===== config.mk =====
export PLATFORM = sky130hd
export DESIGN_NAME = byte_alu_and_branch_decode
export DESIGN_NICKNAME = d
export VERILOG_FILES = /design/src/alu_branch_pkg.sv /design/src/byte_adder.sv /design/src/branch_target.sv /design/src/byte_alu_and_branch_decode.sv
export SDC_FILE = /design/constraint.sdc
export NUM_CORES = 1
export LEC_CHECK = 0
export BUFFER_PORTS_ARGS = -buffer_cell sky130_fd_sc_hd__buf_2
export CORE_UTILIZATION = 50
export DETAILED_ROUTE_END_ITERATION = 10
export HOLD_SLACK_MARGIN = 0.05
export PLACE_DENSITY = 0.69
export REMOVE_ABC_BUFFERS = 1
export SETUP_SLACK_MARGIN = 0.5
export SYNTH_ARGS = -nofsm -noshare
export SYNTH_HDL_FRONTEND = slang
export SYNTH_HIERARCHICAL = 1
export SYNTH_SLANG_ARGS = --single-unit

===== constraint.sdc =====
create_clock -name pclk -period 3.4 [get_ports pclk]
set_input_delay 0.17 -clock pclk [delete_from_list [all_inputs] [get_ports pclk]]
set_output_delay 0.17 -clock pclk [all_outputs]
set_load 0.02 [all_outputs]

===== src/alu_branch_pkg.sv =====
// Purpose: Shared constants and types for the byte ALU and branch decoder.
// Assumes: APB register offsets are byte addresses, one 32-bit word each.
// Notes: Status flag order in flags_s matches the STATUS register bits.
package alu_branch_pkg;
   // Register byte offsets on the APB bus.
   localparam logic [7:0] OFF_CTRL = 8'h00;
   localparam logic [7:0] OFF_INSTR = 8'h04;
   localparam logic [7:0] OFF_WREG = 8'h08;
   localparam logic [7:0] OFF_STATUS = 8'h0C;
   localparam logic [7:0] OFF_BANK = 8'h10;
   localparam logic [7:0] OFF_INDEX = 8'h14;
   localparam logic [7:0] OFF_FILE_IN = 8'h18;
   localparam logic [7:0] OFF_FILE_OUT = 8'h1C;
   localparam logic [7:0] OFF_FILE_ADDR = 8'h20;
   localparam logic [7:0] OFF_PC = 8'h24;
   localparam logic [7:0] OFF_STATE = 8'h28;
   // Field positions.
   localparam int CTRL_EXT_BIT = 0;
   localparam int FADDR_WR_BIT = 12;
   localparam int STATE_BUSY_BIT = 0;
   localparam int STATE_TAKEN_BIT = 1;
   localparam int STATE_Q_LSB = 4;
   // Opcode patterns, compared against the named upper bits of the word.
   localparam logic [5:0] OP_ADD_ACC_TO_FILE = 6'h09;
   localparam logic [5:0] OP_ADD_WITH_CARRY = 6'h08;
   localparam logic [5:0] OP_AND_ACC_WITH_FILE = 6'h05;
   localparam logic [7:0] OP_AND_IMMEDIATE = 8'h0B;
   localparam logic [3:0] OP_CLEAR_FILE_BIT = 4'h9;
   localparam logic [7:0] OP_BRANCH_ON_CARRY = 8'hE2;
   localparam logic [7:0] OP_BRANCH_NO_CARRY = 8'hE3;
   localparam logic [7:0] OP_BRANCH_NO_WRAP = 8'hE5;
   localparam logic [7:0] OP_BRANCH_ON_SIGN = 8'hE6;
   localparam logic [7:0] OP_BRANCH_SIGN_CLEAR = 8'hE7;
   // Addressing constants.
   localparam logic [7:0] ACCESS_SPLIT = 8'h5F;
   localparam logic [3:0] SPECIAL_BANK = 4'hF;
   // Timing: four clock phases per instruction cycle.
   localparam logic [1:0] Q_LAST = 2'h3;
   localparam logic [20:0] PC_STEP = 21'h000002;
   // Execution states, Gray coded along idle, execute, idle slot.
   typedef enum logic [1:0] {
      ST_IDLE = 2'h0,
      ST_EXEC = 2'h1,
      ST_NOP = 2'h3
   } exec_e;
   // Arithmetic flags, bit 4 down to bit 0.
   typedef struct packed {
      logic n;
      logic wrap;
      logic z;
      logic half_c;
      logic c;
   } flags_s;
endpackage


===== src/byte_adder.sv =====
// Purpose: Eight-bit adder with carry, half carry and signed wrap outputs.
// Assumes: Purely combinational; the caller registers the results.
// Notes: Carry in is zero for the plain add form.
`timescale 1ns/1ps
module byte_adder (
   // Operands.
   input wire logic [7:0] a,
   input wire logic [7:0] b,
   input wire logic cin,
   // Results.
   output logic [7:0] sum,
   output logic cout,
   output logic hcout,
   output logic ovf
);
   logic [4:0] low_sum; // Low nibble sum, bit 4 is the half carry.
   logic [8:0] full_sum; // Full sum, bit 8 is the carry.

   // Nibble and byte sums share the same carry in.
   assign low_sum = {1'h0, a[3:0]} + {1'h0, b[3:0]} + {4'h0, cin};
   assign full_sum = {1'h0, a} + {1'h0, b} + {8'h00, cin};
   assign sum = full_sum[7:0];
   assign cout = full_sum[8];
   assign hcout = low_sum[4];
   // Signed wrap: like-signed operands giving a result of the other sign.
   assign ovf = (a[7] == b[7]) && (full_sum[7] != a[7]);
endmodule


===== src/branch_target.sv =====
// Purpose: Next sequential address and relative branch target.
// Assumes: Program addresses are byte addresses of 16-bit words.
// Notes: The offset counts words, so it is doubled before the add.
`timescale 1ns/1ps
module branch_target
   import alu_branch_pkg::*;
(
   // Current instruction address and signed word offset.
   input wire logic [20:0] pc,
   input wire logic [7:0] offset,
   // Results.
   output logic [20:0] next_pc,
   output logic [20:0] target
);
   logic [20:0] disp; // Sign-extended, doubled offset.

   // The counter is stepped past the branch word here, then the offset is added.
   assign disp = {{12{offset[7]}}, offset, 1'h0}; // RULE_08
   assign next_pc = pc + PC_STEP;
   assign target = next_pc + disp;
endmodule


===== src/byte_alu_and_branch_decode.sv =====
// Purpose: Executes the byte add, AND, bit clear and flag branch forms.
// Assumes: Software feeds the file operand and reads the file result.
// Notes: One instruction cycle is four clocks; a taken branch adds four.
// What this block does
// RULE_01 - Destination bit picks accumulator or file
// RULE_02 - Access bit picks access or selected bank
// RULE_03 - Extended mode indexes low access addresses
// RULE_04 - Add accumulator to file, set flags
// RULE_05 - Add with carry, route, set flags
// RULE_06 - Taken target is address plus two plus offset
// RULE_07 - Branch: one cycle, taken two with idle
// RULE_08 - Offset signed byte, doubled before adding
// RULE_09 - Branch when negative flag set
// RULE_10 - Branch when signed wrap clear
// RULE_11 - Carry set, carry clear, negative clear branches
// RULE_12 - AND forms set N, Z; clear bit
`timescale 1ns/1ps
module byte_alu_and_branch_decode
   import alu_branch_pkg::*;
(
   // Clock, reset and clock enable.
   input wire logic pclk,
   input wire logic presetn,
   input wire logic ce,
   // APB request.
   input wire logic psel,
   input wire logic penable,
   input wire logic pwrite,
   input wire logic [7:0] paddr,
   input wire logic [31:0] pwdata,
   // APB answer.
   output logic [31:0] prdata,
   output logic pready,
   output logic pslverr
);
   // Whole state of the block in one record.
   typedef struct packed {
      exec_e st;
      logic [1:0] q;
      logic ext_en;
      logic [15:0] instr;
      logic [7:0] wreg;
      flags_s fl;
      logic [3:0] bank_sel;
      logic [11:0] fsr2;
      logic [7:0] file_in;
      logic [7:0] file_out;
      logic [11:0] file_addr;
      logic file_wr;
      logic [20:0] pc;
      logic taken;
      logic [31:0] prdata;
      logic pready;
      logic pslverr;
   } state_s;

   localparam state_s RST_STATE = '0; // Everything clear, idle, address zero.

   state_s r_reg; // Registered state.
   state_s r_next; // Next state.

   // Instruction fields.
   logic [7:0] f; // File address or literal or offset.
   logic d; // Destination select.
   logic a; // Access select.
   logic [2:0] bit_sel; // Bit number for the bit clear form.
   logic is_add; // Plain add.
   logic is_addc; // Add with carry.
   logic is_and_file; // AND with file.
   logic is_and_imm; // AND with literal.
   logic is_bit_clr; // Bit clear.
   logic is_byte; // Byte form with destination bit.
   logic is_file; // Any form that addresses a file register.
   logic br_hit; // A supported branch opcode.
   logic take; // Branch condition holds.
   logic [11:0] eaddr; // Effective file address.
   logic [7:0] sum; // Adder result.
   logic cout; // Adder carry.
   logic hcout; // Adder half carry.
   logic ovf; // Adder signed wrap.
   logic [7:0] res; // Selected result byte.
   logic [20:0] next_pc; // Sequential address.
   logic [20:0] tgt; // Branch target.
   logic commit; // Last phase of the execute cycle.
   logic busy; // An instruction is in flight.
   logic access; // APB access phase.
   logic [31:0] rd_val; // Read data for the current address.
   logic addr_ok; // Address is mapped.

   // Field split of the held instruction word.
   assign f = r_reg.instr[7:0];
   assign d = r_reg.instr[9];
   assign a = r_reg.instr[8];
   assign bit_sel = r_reg.instr[11:9];
   assign is_add = r_reg.instr[15:10] == OP_ADD_ACC_TO_FILE;
   assign is_addc = r_reg.instr[15:10] == OP_ADD_WITH_CARRY;
   assign is_and_file = r_reg.instr[15:10] == OP_AND_ACC_WITH_FILE;
   assign is_and_imm = r_reg.instr[15:8] == OP_AND_IMMEDIATE;
   assign is_bit_clr = r_reg.instr[15:12] == OP_CLEAR_FILE_BIT;
   assign is_byte = is_add || is_addc || is_and_file;
   assign is_file = is_byte || is_bit_clr;
   assign commit = ce && (r_reg.st == ST_EXEC) && (r_reg.q == Q_LAST);
   assign busy = r_reg.st != ST_IDLE;
   assign access = psel && penable;

   // Branch condition per opcode; unknown opcodes never branch.
   always_comb begin
      br_hit = 1'h1;
      take = 1'h0;
      case (r_reg.instr[15:8])
         OP_BRANCH_ON_CARRY: take = r_reg.fl.c; // RULE_11
         OP_BRANCH_NO_CARRY: take = !r_reg.fl.c; // RULE_11
         OP_BRANCH_ON_SIGN: take = r_reg.fl.n; // RULE_09
         OP_BRANCH_SIGN_CLEAR: take = !r_reg.fl.n; // RULE_11
         OP_BRANCH_NO_WRAP: take = !r_reg.fl.wrap; // RULE_10
         default: br_hit = 1'h0;
      endcase
   end

   // Effective address: indexed, access bank or selected bank.
   always_comb begin
      if (!a && r_reg.ext_en && (f <= ACCESS_SPLIT)) begin
         eaddr = r_reg.fsr2 + {4'h0, f}; // RULE_03
      end else if (!a) begin
         // Low access half maps to bank 0, high half to the special bank.
         eaddr = (f <= ACCESS_SPLIT) ? {4'h0, f} : {SPECIAL_BANK, f}; // RULE_02
      end else begin
         eaddr = {r_reg.bank_sel, f}; // RULE_02
      end
   end

   // Adder; the carry flag only enters for the carry form.
   byte_adder byte_adder_inst (
      .a(r_reg.wreg),
      .b(r_reg.file_in),
      .cin(is_addc && r_reg.fl.c), // RULE_05
      .sum(sum),
      .cout(cout),
      .hcout(hcout),
      .ovf(ovf)
   );

   // Target address from the current instruction address.
   branch_target branch_target_inst (
      .pc(r_reg.pc),
      .offset(f),
      .next_pc(next_pc),
      .target(tgt)
   );

   // Result byte for the executing form.
   always_comb begin
      if (is_add || is_addc) begin
         res = sum; // RULE_04
      end else if (is_and_imm) begin
         res = r_reg.wreg & f; // RULE_12
      end else if (is_and_file) begin
         res = r_reg.wreg & r_reg.file_in; // RULE_12
      end else begin
         res = r_reg.file_in & ~(8'h01 << bit_sel); // RULE_12
      end
   end

   // Register map; unmapped addresses read zero and flag an error.
   always_comb begin
      rd_val = 32'h00000000;
      addr_ok = 1'h1;
      case (paddr)
         OFF_CTRL: rd_val[CTRL_EXT_BIT] = r_reg.ext_en;
         OFF_INSTR: rd_val[15:0] = r_reg.instr;
         OFF_WREG: rd_val[7:0] = r_reg.wreg;
         OFF_STATUS: rd_val[4:0] = r_reg.fl;
         OFF_BANK: rd_val[3:0] = r_reg.bank_sel;
         OFF_INDEX: rd_val[11:0] = r_reg.fsr2;
         OFF_FILE_IN: rd_val[7:0] = r_reg.file_in;
         OFF_FILE_OUT: rd_val[7:0] = r_reg.file_out;
         OFF_FILE_ADDR: rd_val[FADDR_WR_BIT:0] = {r_reg.file_wr, r_reg.file_addr};
         OFF_PC: rd_val[20:0] = r_reg.pc;
         OFF_STATE: begin
            rd_val[STATE_BUSY_BIT] = busy;
            rd_val[STATE_TAKEN_BIT] = r_reg.taken;
            rd_val[STATE_Q_LSB +: 2] = r_reg.q;
         end
         default: addr_ok = 1'h0;
      endcase
   end

   // Next state: execution sequence and APB slave.
   always_comb begin
      r_next = r_reg;
      // Phase counter runs while an instruction or its idle slot is live.
      case (r_reg.st)
         ST_EXEC: begin
            r_next.q = r_reg.q + 2'h1;
            if (r_reg.q == Q_LAST) begin
               // Final phase: write results, flags and the counter.
               r_next.taken = br_hit && take;
               r_next.pc = (br_hit && take) ? tgt : next_pc; // RULE_06
               r_next.st = (br_hit && take) ? ST_NOP : ST_IDLE; // RULE_07
               if (is_file) begin
                  r_next.file_addr = eaddr;
               end
               if (is_and_imm || (is_byte && !d)) begin
                  r_next.wreg = res; // RULE_01
               end else if (is_file) begin
                  // Bit clear always writes back to the file register.
                  r_next.file_out = res; // RULE_01
                  r_next.file_wr = 1'h1;
               end
               if (is_add || is_addc) begin
                  r_next.fl = '{n: sum[7], wrap: ovf, z: sum == 8'h00, half_c: hcout,
                                c: cout}; // RULE_04
               end else if (is_and_imm || is_and_file) begin
                  // Only sign and zero change for the AND forms.
                  r_next.fl.n = res[7]; // RULE_12
                  r_next.fl.z = res == 8'h00; // RULE_12
               end
            end
         end
         ST_NOP: begin
            // Second cycle of a taken branch does nothing in any phase.
            r_next.q = r_reg.q + 2'h1;
            if (r_reg.q == Q_LAST) begin
               r_next.st = ST_IDLE; // RULE_07
            end
         end
         ST_IDLE: r_next.q = 2'h0;
         default: r_next.st = ST_IDLE;
      endcase
      // APB: answer one cycle into the access phase, act when it completes.
      if (access && !r_reg.pready) begin
         r_next.pready = 1'h1;
         r_next.prdata = pwrite ? 32'h00000000 : rd_val;
         // Writes other than control are refused while busy, avoiding a clash
         // with the result write of the final phase.
         r_next.pslverr = !addr_ok || (pwrite && busy && (paddr != OFF_CTRL));
      end else if (access && r_reg.pready) begin
         r_next.pready = 1'h0;
         r_next.pslverr = 1'h0;
         if (pwrite && !r_reg.pslverr) begin
            case (paddr)
               OFF_CTRL: r_next.ext_en = pwdata[CTRL_EXT_BIT];
               OFF_INSTR: begin
                  // Issuing an instruction starts a fresh execute cycle.
                  r_next.instr = pwdata[15:0];
                  r_next.st = ST_EXEC;
                  r_next.q = 2'h0;
                  r_next.file_wr = 1'h0;
                  r_next.taken = 1'h0;
               end
               OFF_WREG: r_next.wreg = pwdata[7:0];
               OFF_STATUS: r_next.fl = pwdata[4:0];
               OFF_BANK: r_next.bank_sel = pwdata[3:0];
               OFF_INDEX: r_next.fsr2 = pwdata[11:0];
               OFF_FILE_IN: r_next.file_in = pwdata[7:0];
               OFF_PC: r_next.pc = pwdata[20:0];
               default: r_next.file_wr = r_reg.file_wr;
            endcase
         end
      end else begin
         r_next.pready = 1'h0;
         r_next.pslverr = 1'h0;
      end
   end

   // State register; a low clock enable freezes everything.
   always_ff @(posedge pclk or negedge presetn) begin
      if (!presetn) begin
         r_reg <= RST_STATE;
      end else if (ce) begin
         r_reg <= r_next;
      end
   end

   assign prdata = r_reg.prdata;
   assign pready = r_reg.pready;
   assign pslverr = r_reg.pslverr;
endmodule


== Word level (Yosys, flattened, before mapping) ==
Cells that the tools add are included.
Word-level totals
  output and inout port bits: 34
  logic and storage cells: 165
  register bits: 135
Operators by class
  reductions and logical operators: 45
  equal/unequal tests: 26
  shift-type cells: 1
  add/sub/neg operators: 8
  magnitude comparators: 1
  mux-type cells: 57
  bitwise gates (word level): 6
Operators with widths (count)
  $mux 58: 3
  $mux 23: 5
  $mux 21: 3
  $mux 12: 4
  $mux 8: 6
  $eq 8x8->1 const B: 5
  $eq 8x5->1 const B: 4
  $reduce_and 5->1: 6
  $mux 13: 2
  $and 8x8->8: 3
  $eq 8x4->1 const B: 3
  $eq 8x6->1 const B: 3
  $logic_not 8->1: 3
  $add 21x2->21 const B: 1
  $add 21x21->21: 1
  $pmux 2 s9: 1
  $mux 16: 1
  $pmux 4 s4: 1
  $pmux 2 s7: 1
  $add 12x8->12: 1
  $eq 6x4->1 const B: 2
  $logic_and 1x1->1: 12
  $mux 1: 11
  $pmux 1 s11: 1
  40 further kinds: 61

== Longest topological paths before layout ==
Gate-level depths: netlist of run 1.
  depth in word-level cells: 15
  gate-level depth with buffers: 15
  gate-level depth less buffers: 15

== Hierarchy ==
The synthesis of run 1 kept the hierarchy.
By module, submodules not included
  byte_alu_and_branch_decode: cells an instance 762, area an instance 7455.9 um^2, sequential area each 3103.0 um^2, times used 1
  branch_target: cells an instance 185, area an instance 1370.1 um^2, sequential area each 0.0 um^2, times used 1
  byte_adder: cells an instance 37, area an instance 324.1 um^2, sequential area each 0.0 um^2, times used 1

== Worst setup path before layout of run 1 ==
No wires, ideal clock.
  kind: reg-to-reg
  from: reg r_reg[127] (netlist name)
  to: reg r_reg[103] (netlist name)
  cell stages (with the launch flop): 15
  data required time: 3.280 ns
  arrival time: 2.960 ns
  slack: 0.320 ns
  period minus slack after synthesis: 3.080 ns
  cells stage by stage: dfrtp_1 buf_2 nor3b_1 and4_1 fa_1 fa_1 a21oi_1 o21ai_1 a21oi_1 xnor2_1 nor4_1 and3_1 o32ai_1 a22oi_1 a31o_1
On the way
  cells in the longest elaborated chain, start to end: 13
  elaborated cells on any way between the ends: 21
  those cells by class: add/sub (1); eq/ne (4); mux (11); reduce/logical (5)
RTL lines
  start: declaration: RTL line byte_alu_and_branch_decode.sv:59  | state_s r_reg;
  start signal: assignment: RTL line byte_alu_and_branch_decode.sv:271  | r_reg <= r_next;
  $eq 6x4->1 (*): RTL line byte_alu_and_branch_decode.sv:96  | assign is_addc = r_reg.instr[15:10] == OP_ADD_WITH_CARRY;
  $logic_and 1x1->1 (*): RTL line byte_alu_and_branch_decode.sv:136  | .cin(is_addc && r_reg.fl.c),
  $add 9x1->9 (*): RTL line byte_adder.sv:21  | assign full_sum = {1'h0, a} + {1'h0, b} + {8'h00, cin};
  named net sum[6]: RTL line byte_alu_and_branch_decode.sv:77  | logic [7:0] sum;
  $mux 8: RTL line byte_alu_and_branch_decode.sv:153  | if (is_add || is_addc) begin
  $logic_not 8->1: RTL line byte_alu_and_branch_decode.sv:216  | r_next.fl.z = res == 8'h00;
  $mux 1: RTL line byte_alu_and_branch_decode.sv:213  | end else if (is_and_imm || is_and_file) begin
  $mux 1 (*): RTL line byte_alu_and_branch_decode.sv:210  | if (is_add || is_addc) begin
  $mux 13 (*): RTL line byte_alu_and_branch_decode.sv:195  | if (r_reg.q == Q_LAST) begin
  $mux 13 (*): RTL line byte_alu_and_branch_decode.sv:192  | case (r_reg.st)
  $mux 5: RTL line byte_alu_and_branch_decode.sv:241  | case (paddr)
  $mux 58: RTL line byte_alu_and_branch_decode.sv:240  | if (pwrite && !r_reg.pslverr) begin
  $mux 58: RTL line byte_alu_and_branch_decode.sv:237  | end else if (access && r_reg.pready) begin
  $mux 58 (*): RTL line byte_alu_and_branch_decode.sv:231  | if (access && !r_reg.pready) begin
Mark *: on every way through the listed nets, which the timed path passes. The rest lies on a longest branch.
A chain may end at the register's enable or synchronous reset.

== Worst setup path after layout of run 1 ==
Ends and elaborated chain as after synthesis.

==> flow_summary.json, run 1 <==
{
  "slew_viol_final": 0,
  "synth_warnings": 6,
  "grt_max_degree": 62,
  "synthAdderAreaFrac_pct": 5.93,
  "routedWlPerCell_microns": 22.2,
  "max_slew_margin_pct": 43.1,
  "cts_tree": "done",
  "first_pass_iters": 7,
  "fin_crit_sh_pct": 87.7,
  "grt_pass1_vias": 7999,
  "synth_area_leaders": "dfrtp_1, mux2_2, ha_1",
  "track_usage_pct": 31.8,
  "fin_ws_ns": 0.418,
  "synth_edf_count": 0,
  "yosysTopAreaCell": "dfrtp_1",
  "synth-compound-area-share_pct": 23.0,
  "crit_required_ns": 3.72,
  "clockBufferDepth": 2,
  "synth_most_common_cell": "dfrtp_1",
  "reg2reg_from": "r_reg[127]",
  "largest_register_ffs": 89,
  "hold_path_end": "r_reg[93]",
  "synth-seq-cells": 124,
  "die_h_microns": 137,
  "max_freq_mhz": 335,
  "drtIter0Drc": 866,
  "dp_slack_ns": 0.146,
  "synth.top_cell.area_share_pct": 33.9,
  "io_pins": 80,
  "layout.nets": 1148,
  "cts_root_buf": "clkbuf_16",
  "core-area_sq_um": 18000,
  "crit_type": "reg2reg",
  "htreeDepth": 4,
  "worstSetupStartpointType": "flip-flop",
  "whs_path_depth": 2,
  "die_w_microns": 137,
  "synthArstFlopShare_pct": 100,
  "synthMuxAreaShare_pct": 10.5,
  "worst_hold_path_type": "in2reg",
  "areaGrowthSynthToFinish_pct": 17.5,
  "routabilityCongestion": 0.979,
  "power.density_nw_per_um2": 320,
  "portBuffers": 57,
  "final_layout_size_suffix_gt1_share_pct": 26.8,
  "cts.clk_slew.worst_paths_ns": 0.06,
  "dpl.hpwl_mm": 20.0,
  "syn_area_sq_um": 9150,
  "grt-ovfl-total": 0,
  "start_util_pct": 50.9,
  "leakage_nw": 4.82,
  "cts_buffers": 17,
  "drv_cap": 0,
  "vdd_ir_drop_max_uv": 350,
  "synth_common_cells": "dfrtp_1, nand2_1, a21oi_1, mux2_2, nor2_1",
  "reg2reg_slack_ns": 0.42,
  "syn_area_per_cell_sq_um": 9.30,
  "drt_wl_total_mm": 28.9,
  "die_area_sq_um": 18800,
  "worst-path-max-fanout": 2,
  "seq_area_frac_synth_pct": 33.9,
  "diodes": 0,
  "synthXorXnorAreaFrac_pct": 4.49,
  "rsz0062_at_grt": "yes",
  "setup_viol": 0,
  "hold_violations": 0,
  "grt_pass1_wl_mm": 44.9,
  "clk_latency_ns": 0.43,
  "final_antenna_net_count": 0,
  "clock_sinks": 124,
  "syn_inst": 984,
  "antenna_found_initial": 0,
  "cp.arrival_ns": 3.30,
  "vias": 8422,
  "std_cell_rows": 49,
  "ys_types": 92,
  "status": "finished, final reports clean",
  "skew_ns": 0.00724,
  "synthFlopType": "dfrtp_1",
  "avgViaCountPerCell": 6.46,
  "min-delay-start": "pwdata[8]",
  "synth_top_family_by_area": "compound AO/OA/AOI/OAI gates",
  "tns_ns": 0,
  "regToRegEndpoint": "r_reg[103]",
  "synth-simple-area-share_pct": 15.8,
  "drc_errors": 0,
  "reg2reg_depth": 13,
  "endpoint_kind": "flip-flop",
  "fin_crit_ns": 2.98,
  "tightestPinTransition_ns": 0.854
}
-- worst max path at each step --
stage               cells past startpoint  startpoint  slack [ns]         end
global placement                       13   r_reg[36]        0.20   r_reg[52]
detailed placement                     15   r_reg[36]        0.15   r_reg[54]
floorplan                              13  bit_sel[2]        0.30  r_reg[103]
finish                                 13  r_reg[127]        0.42  r_reg[103]
CTS                                    13   r_reg[40]        0.42   r_reg[52]
global route                           12   r_reg[44]        0.28   r_reg[54]
-- per-layer routing --
| layer | GRT usage, % | part of all wire (%) | vias up | wire (microns) |
|---|---|---|---|---|
| met2 | 49.5 | 46 | 383 | 13300 |
| met5 | 0 | 0 | - | 0 |
| met1 | 43.1 | 43 | 4126 | 12300 |
| met4 | 12.7 | 2.9 | 0 | 848 |
| li1 | - | - | 3838 | - |
| met3 | 6.70 | 8.6 | 75 | 2490 |
-- what timing repair did --
item,CTS,global route
pin swaps,17,26
buffers inserted,13,11
endpoints found under the hold margin,80,0
resized for setup,35,34
hold buffers,13,0
setup endpoints to repair,13,14
gates cloned,0,0
-- placed cells by master (no fill, tap or decap), types with 6 or more instances in the layout --
cell	n
dfrtp_1	118
nor2_2	6
mux2i_1	37
dfrtp_2	6
inv_1	23
a22o_1	14
nand2_1	61
a21oi_2	10
o21bai_1	7
nand3_1	35
o21ai_0	44
a21oi_1	48
buf_4	64
a21o_1	9
xor2_1	15
o21ai_1	27
nand2b_1	7
a2bb2oi_1	9
nor2_1	42
nor4_1	6
buf_2	57
a211oi_1	6
and3_1	12
dlygate4sd3_1	13
o22ai_1	9
conb_1	11
a22oi_1	32
ha_1	31
mux2_2	49
o21a_1	7
a31oi_1	8
clkbuf_16	17
a221oi_1	11
nor3_1	16
xnor2_1	25
nor2b_1	12
nand4_1	8
-- stage by stage --
step | hold WS, ns | utilization, % | instances | power, mW | area (sq um)
finish | 0.0662 | 59.8 | 1303 | 3.43 | 10700
global route | 0.0691 | 59.8 | 1303 | 3.54 | 10700
CTS | 0.0595 | 58.4 | 1291 | 3.44 | 10500
detailed placement | 0.328 | 53.3 | 1233 | 1.75 | 9580
global placement | 0.312 | 53.3 | 1233 | 1.75 | 9580
floorplan | -0.126 | - | 907 | 1.61 | 8700
-- cells by family (layout without fill, tap and decap cells) --
kind of cell,Yosys count,after routing
buffers and inverters,112,192
muxes,89,89
other,1,11
and+or+nand+nor,263,263
xor gates and xnor gates,46,46
AOI/OAI and AO/OA,308,308
adders and majority gates,41,41
DFF,124,124
-- report_power, final --
part           internal (mW)  leakage (nW)  switching, mW
Combinational         0.0752          2.89          0.162
Sequential              1.49          1.67         0.0172
Clock                  0.970         0.258          0.722
Total                   2.53          4.82          0.901
-- worst max-delay path, stage by stage (launching register included) --
cell and delay [ns]:
dfrtp_1 0.37, nor3b_4 0.16, and4_4 0.19, fa_2 0.36, fa_2 0.39, a21oi_4 0.21, o21ai_2 0.09, a21oi_2 0.20
xnor2_2 0.15, nor4_1 0.07, and3_1 0.19, o32ai_2 0.19, a22oi_1 0.10, a31o_1 0.20
-- final cells by class --
class	instances	area, sq um
fillers	1524	7210
clock buffers	19	453
well taps	229	287
repair buffers	135	907
flip-flops and latches	124	3110
inverters	25	96.3
multi-input cells	758	5800
clock inverters	13	92.6
Note: power is estimated with default switching activity, not from simulation.
==> run 2, diff against run 1 <==
--- a/config.mk
+++ b/config.mk
@@ -9,7 +9,7 @@
 export CORE_UTILIZATION = 50
 export DETAILED_ROUTE_END_ITERATION = 10
 export HOLD_SLACK_MARGIN = 0.05
-export PLACE_DENSITY = 0.69
+export PLACE_DENSITY = 0.71
 export REMOVE_ABC_BUFFERS = 1
 export SETUP_SLACK_MARGIN = 0.5
 export SYNTH_ARGS = -nofsm -noshare
==> constraint.sdc (replaced) <==
create_clock -name pclk -period 2.5 [get_ports pclk]
set_input_delay 0.125 -clock pclk [delete_from_list [all_inputs] [get_ports pclk]]
set_output_delay 0.125 -clock pclk [all_outputs]
set_load 0.02 [all_outputs]
==> flow_summary.json, run 2 (synthesis results as in run 1) <==
{
  "status": "finished with violations",
  "violations": "design-rule violations, negative setup slack",
  "slew_viol_final": 0,
  "rsz0062_at_grt": "yes",
  "std_cell_rows": 49,
  "grt_pass1_vias": 9132,
  "skew_ns": 0.00912,
  "reg2reg_slack_ns": -0.82,
  "crit_family": "simple AND/OR/NAND/NOR gates",
  "routabilityCongestion": 0.970,
  "layout.nets": 1312,
  "cts_tree": "done",
  "regToRegEndpoint": "r_reg[52]",
  "core-area_sq_um": 18000,
  "areaGrowthSynthToFinish_pct": 43.2,
  "start_util_pct": 50.9,
  "mostFrequentLayoutCells": "buf_4, dfrtp_1, buf_2",
  "worst_hold_path_type": "in2async",
  "vdd_ir_drop_max_uv": 544,
  "worst-path-max-fanout": 3,
  "placedInstanceArea_sq_um": 10500,
  "reg2reg_depth": 13,
  "io_pins": 80,
  "crit_buf_inv": 0,
  "cts_buffers": 17,
  "drt_wl_total_mm": 38.2,
  "worstPathCellList": "and4_4, and3_4, nand4_1, nor2_1, xor2_1, ha_1, a21oi_4, o31a_1, o21ai_1, or4_1, nand3_1, mux2i_1, o21ai_1",
  "largest_register_ffs": 89,
  "final_design_area_no_fill_sq_um": 13100,
  "endpoint_kind": "flip-flop",
  "power.density_nw_per_um2": 390,
  "cts_root_buf": "clkbuf_16",
  "fin_crit_ns": 3.32,
  "crit_start": "r_reg[40]",
  "cp.arrival_ns": 3.67,
  "cpMostUsedCell": "o21ai_1",
  "diodes": 0,
  "drtIter0Drc": 1790,
  "hold_violations": 0,
  "clockBufferDepth": 2,
  "die_h_microns": 137,
  "whs_ns": 0.0581,
  "max_slew_margin_pct": 52.4,
  "die_area_sq_um": 18800,
  "tightestPinTransition_ns": 0.707,
  "grt-ovfl-total": 0,
  "drv_cap": 0,
  "final_layout_size_suffix_gt1_share_pct": 44.7,
  "stdcell_count": 1465,
  "cp_slowest_cell": "or4_1",
  "max_stage_delay_ns": 0.45,
  "crit_required_ns": 2.85,
  "placed_cells_incl_taps": 1348,
  "dpl.hpwl_mm": 21.9,
  "power_mw": 5.11,
  "first_pass_iters": 11,
  "die_w_microns": 137,
  "multi_input_area_sq_um": 6550,
  "antenna_found_initial": 0,
  "leakage_nw": 5.95,
  "fin_crit_sh_pct": 133,
  "setup_viol": 31,
  "drc_errors": 10,
  "track_usage_pct": 35.5,
  "routedWlPerCell_microns": 26.1,
  "regArea_sq_um": 3110,
  "max_freq_mhz": 302,
  "final_antenna_net_count": 0,
  "portBuffers": 57,
  "grt_pass1_wl_mm": 49.8,
  "cts.clk_slew.worst_paths_ns": 0.06,
  "avgViaCountPerCell": 6.98,
  "clock_sinks": 124,
  "worstSetupStartpointType": "flip-flop",
  "reg2reg_from": "r_reg[40]",
  "layout.cells.most_common": "buf_4",
  "vias": 10200,
  "nFillCells": 1109,
  "grt_max_degree": 78,
  "fin_ws_ns": -0.817,
  "clk_latency_ns": 0.43,
  "crit_type": "reg2reg",
  "htreeDepth": 4
}
-- run 2: repair_timing --
action / 4_1_cts / 5_1_grt
hold buffers: 16 / 0
endpoints found under the hold margin: 153 / 0
gates resized for setup: 114 / 154
gates cloned: 1 / 3
buffers inserted: 39 / 28
pin swaps: 72 / 64
endpoints found under the setup margin: 50 / 72
-- run 2: layer usage --
layer / wire, microns / share of wire [%] / global-route usage, %
met5: 44 / 0.12 / 0
met4: 3030 / 7.9 / 17.3
met3: 4820 / 13 / 10.3
met2: 16600 / 43 / 54.5
met1: 13700 / 36 / 45.8
-- run 2: layout make-up --
cell class / instances / area share (%)
multi-input combinational: 758 / 50.0
sequential: 124 / 23.7
timing repair buffer: 299 / 18.6
clock buffer: 19 / 3.46
tap: 229 / 2.19
clock inverter: 11 / 1.29
inverter: 25 / 0.755
-- run 2: worst max-delay path by stage --
stage / cells past startpoint / endpoint
after global routing: 14 / r_reg[52]
after global placement: 13 / r_reg[103]
after CTS: 13 / r_reg[103]
after floorplan: 13 / r_reg[103]
final: 13 / r_reg[52]
after detailed placement: 13 / r_reg[103]
-- run 2: where the power goes --
group / switching, mW / leakage (nW) / total, mW / internal, mW
Clock: 0.972 / 0.293 / 2.68 / 1.71
Sequential: 0.0210 / 1.68 / 2.05 / 2.02
Combinational: 0.258 / 3.98 / 0.391 / 0.134
-- run 2: stage by stage --
stage	TNS (ns)	util [%]	worst slack, ns
detailed placement	-7.48	58.6	-0.621
finish	-13.40	72.9	-0.817
CTS	-4.95	67.3	-0.407
global route	-15.50	72.9	-0.819
global placement	-5.90	58.6	-0.513
floorplan	-15.12	-	-0.596
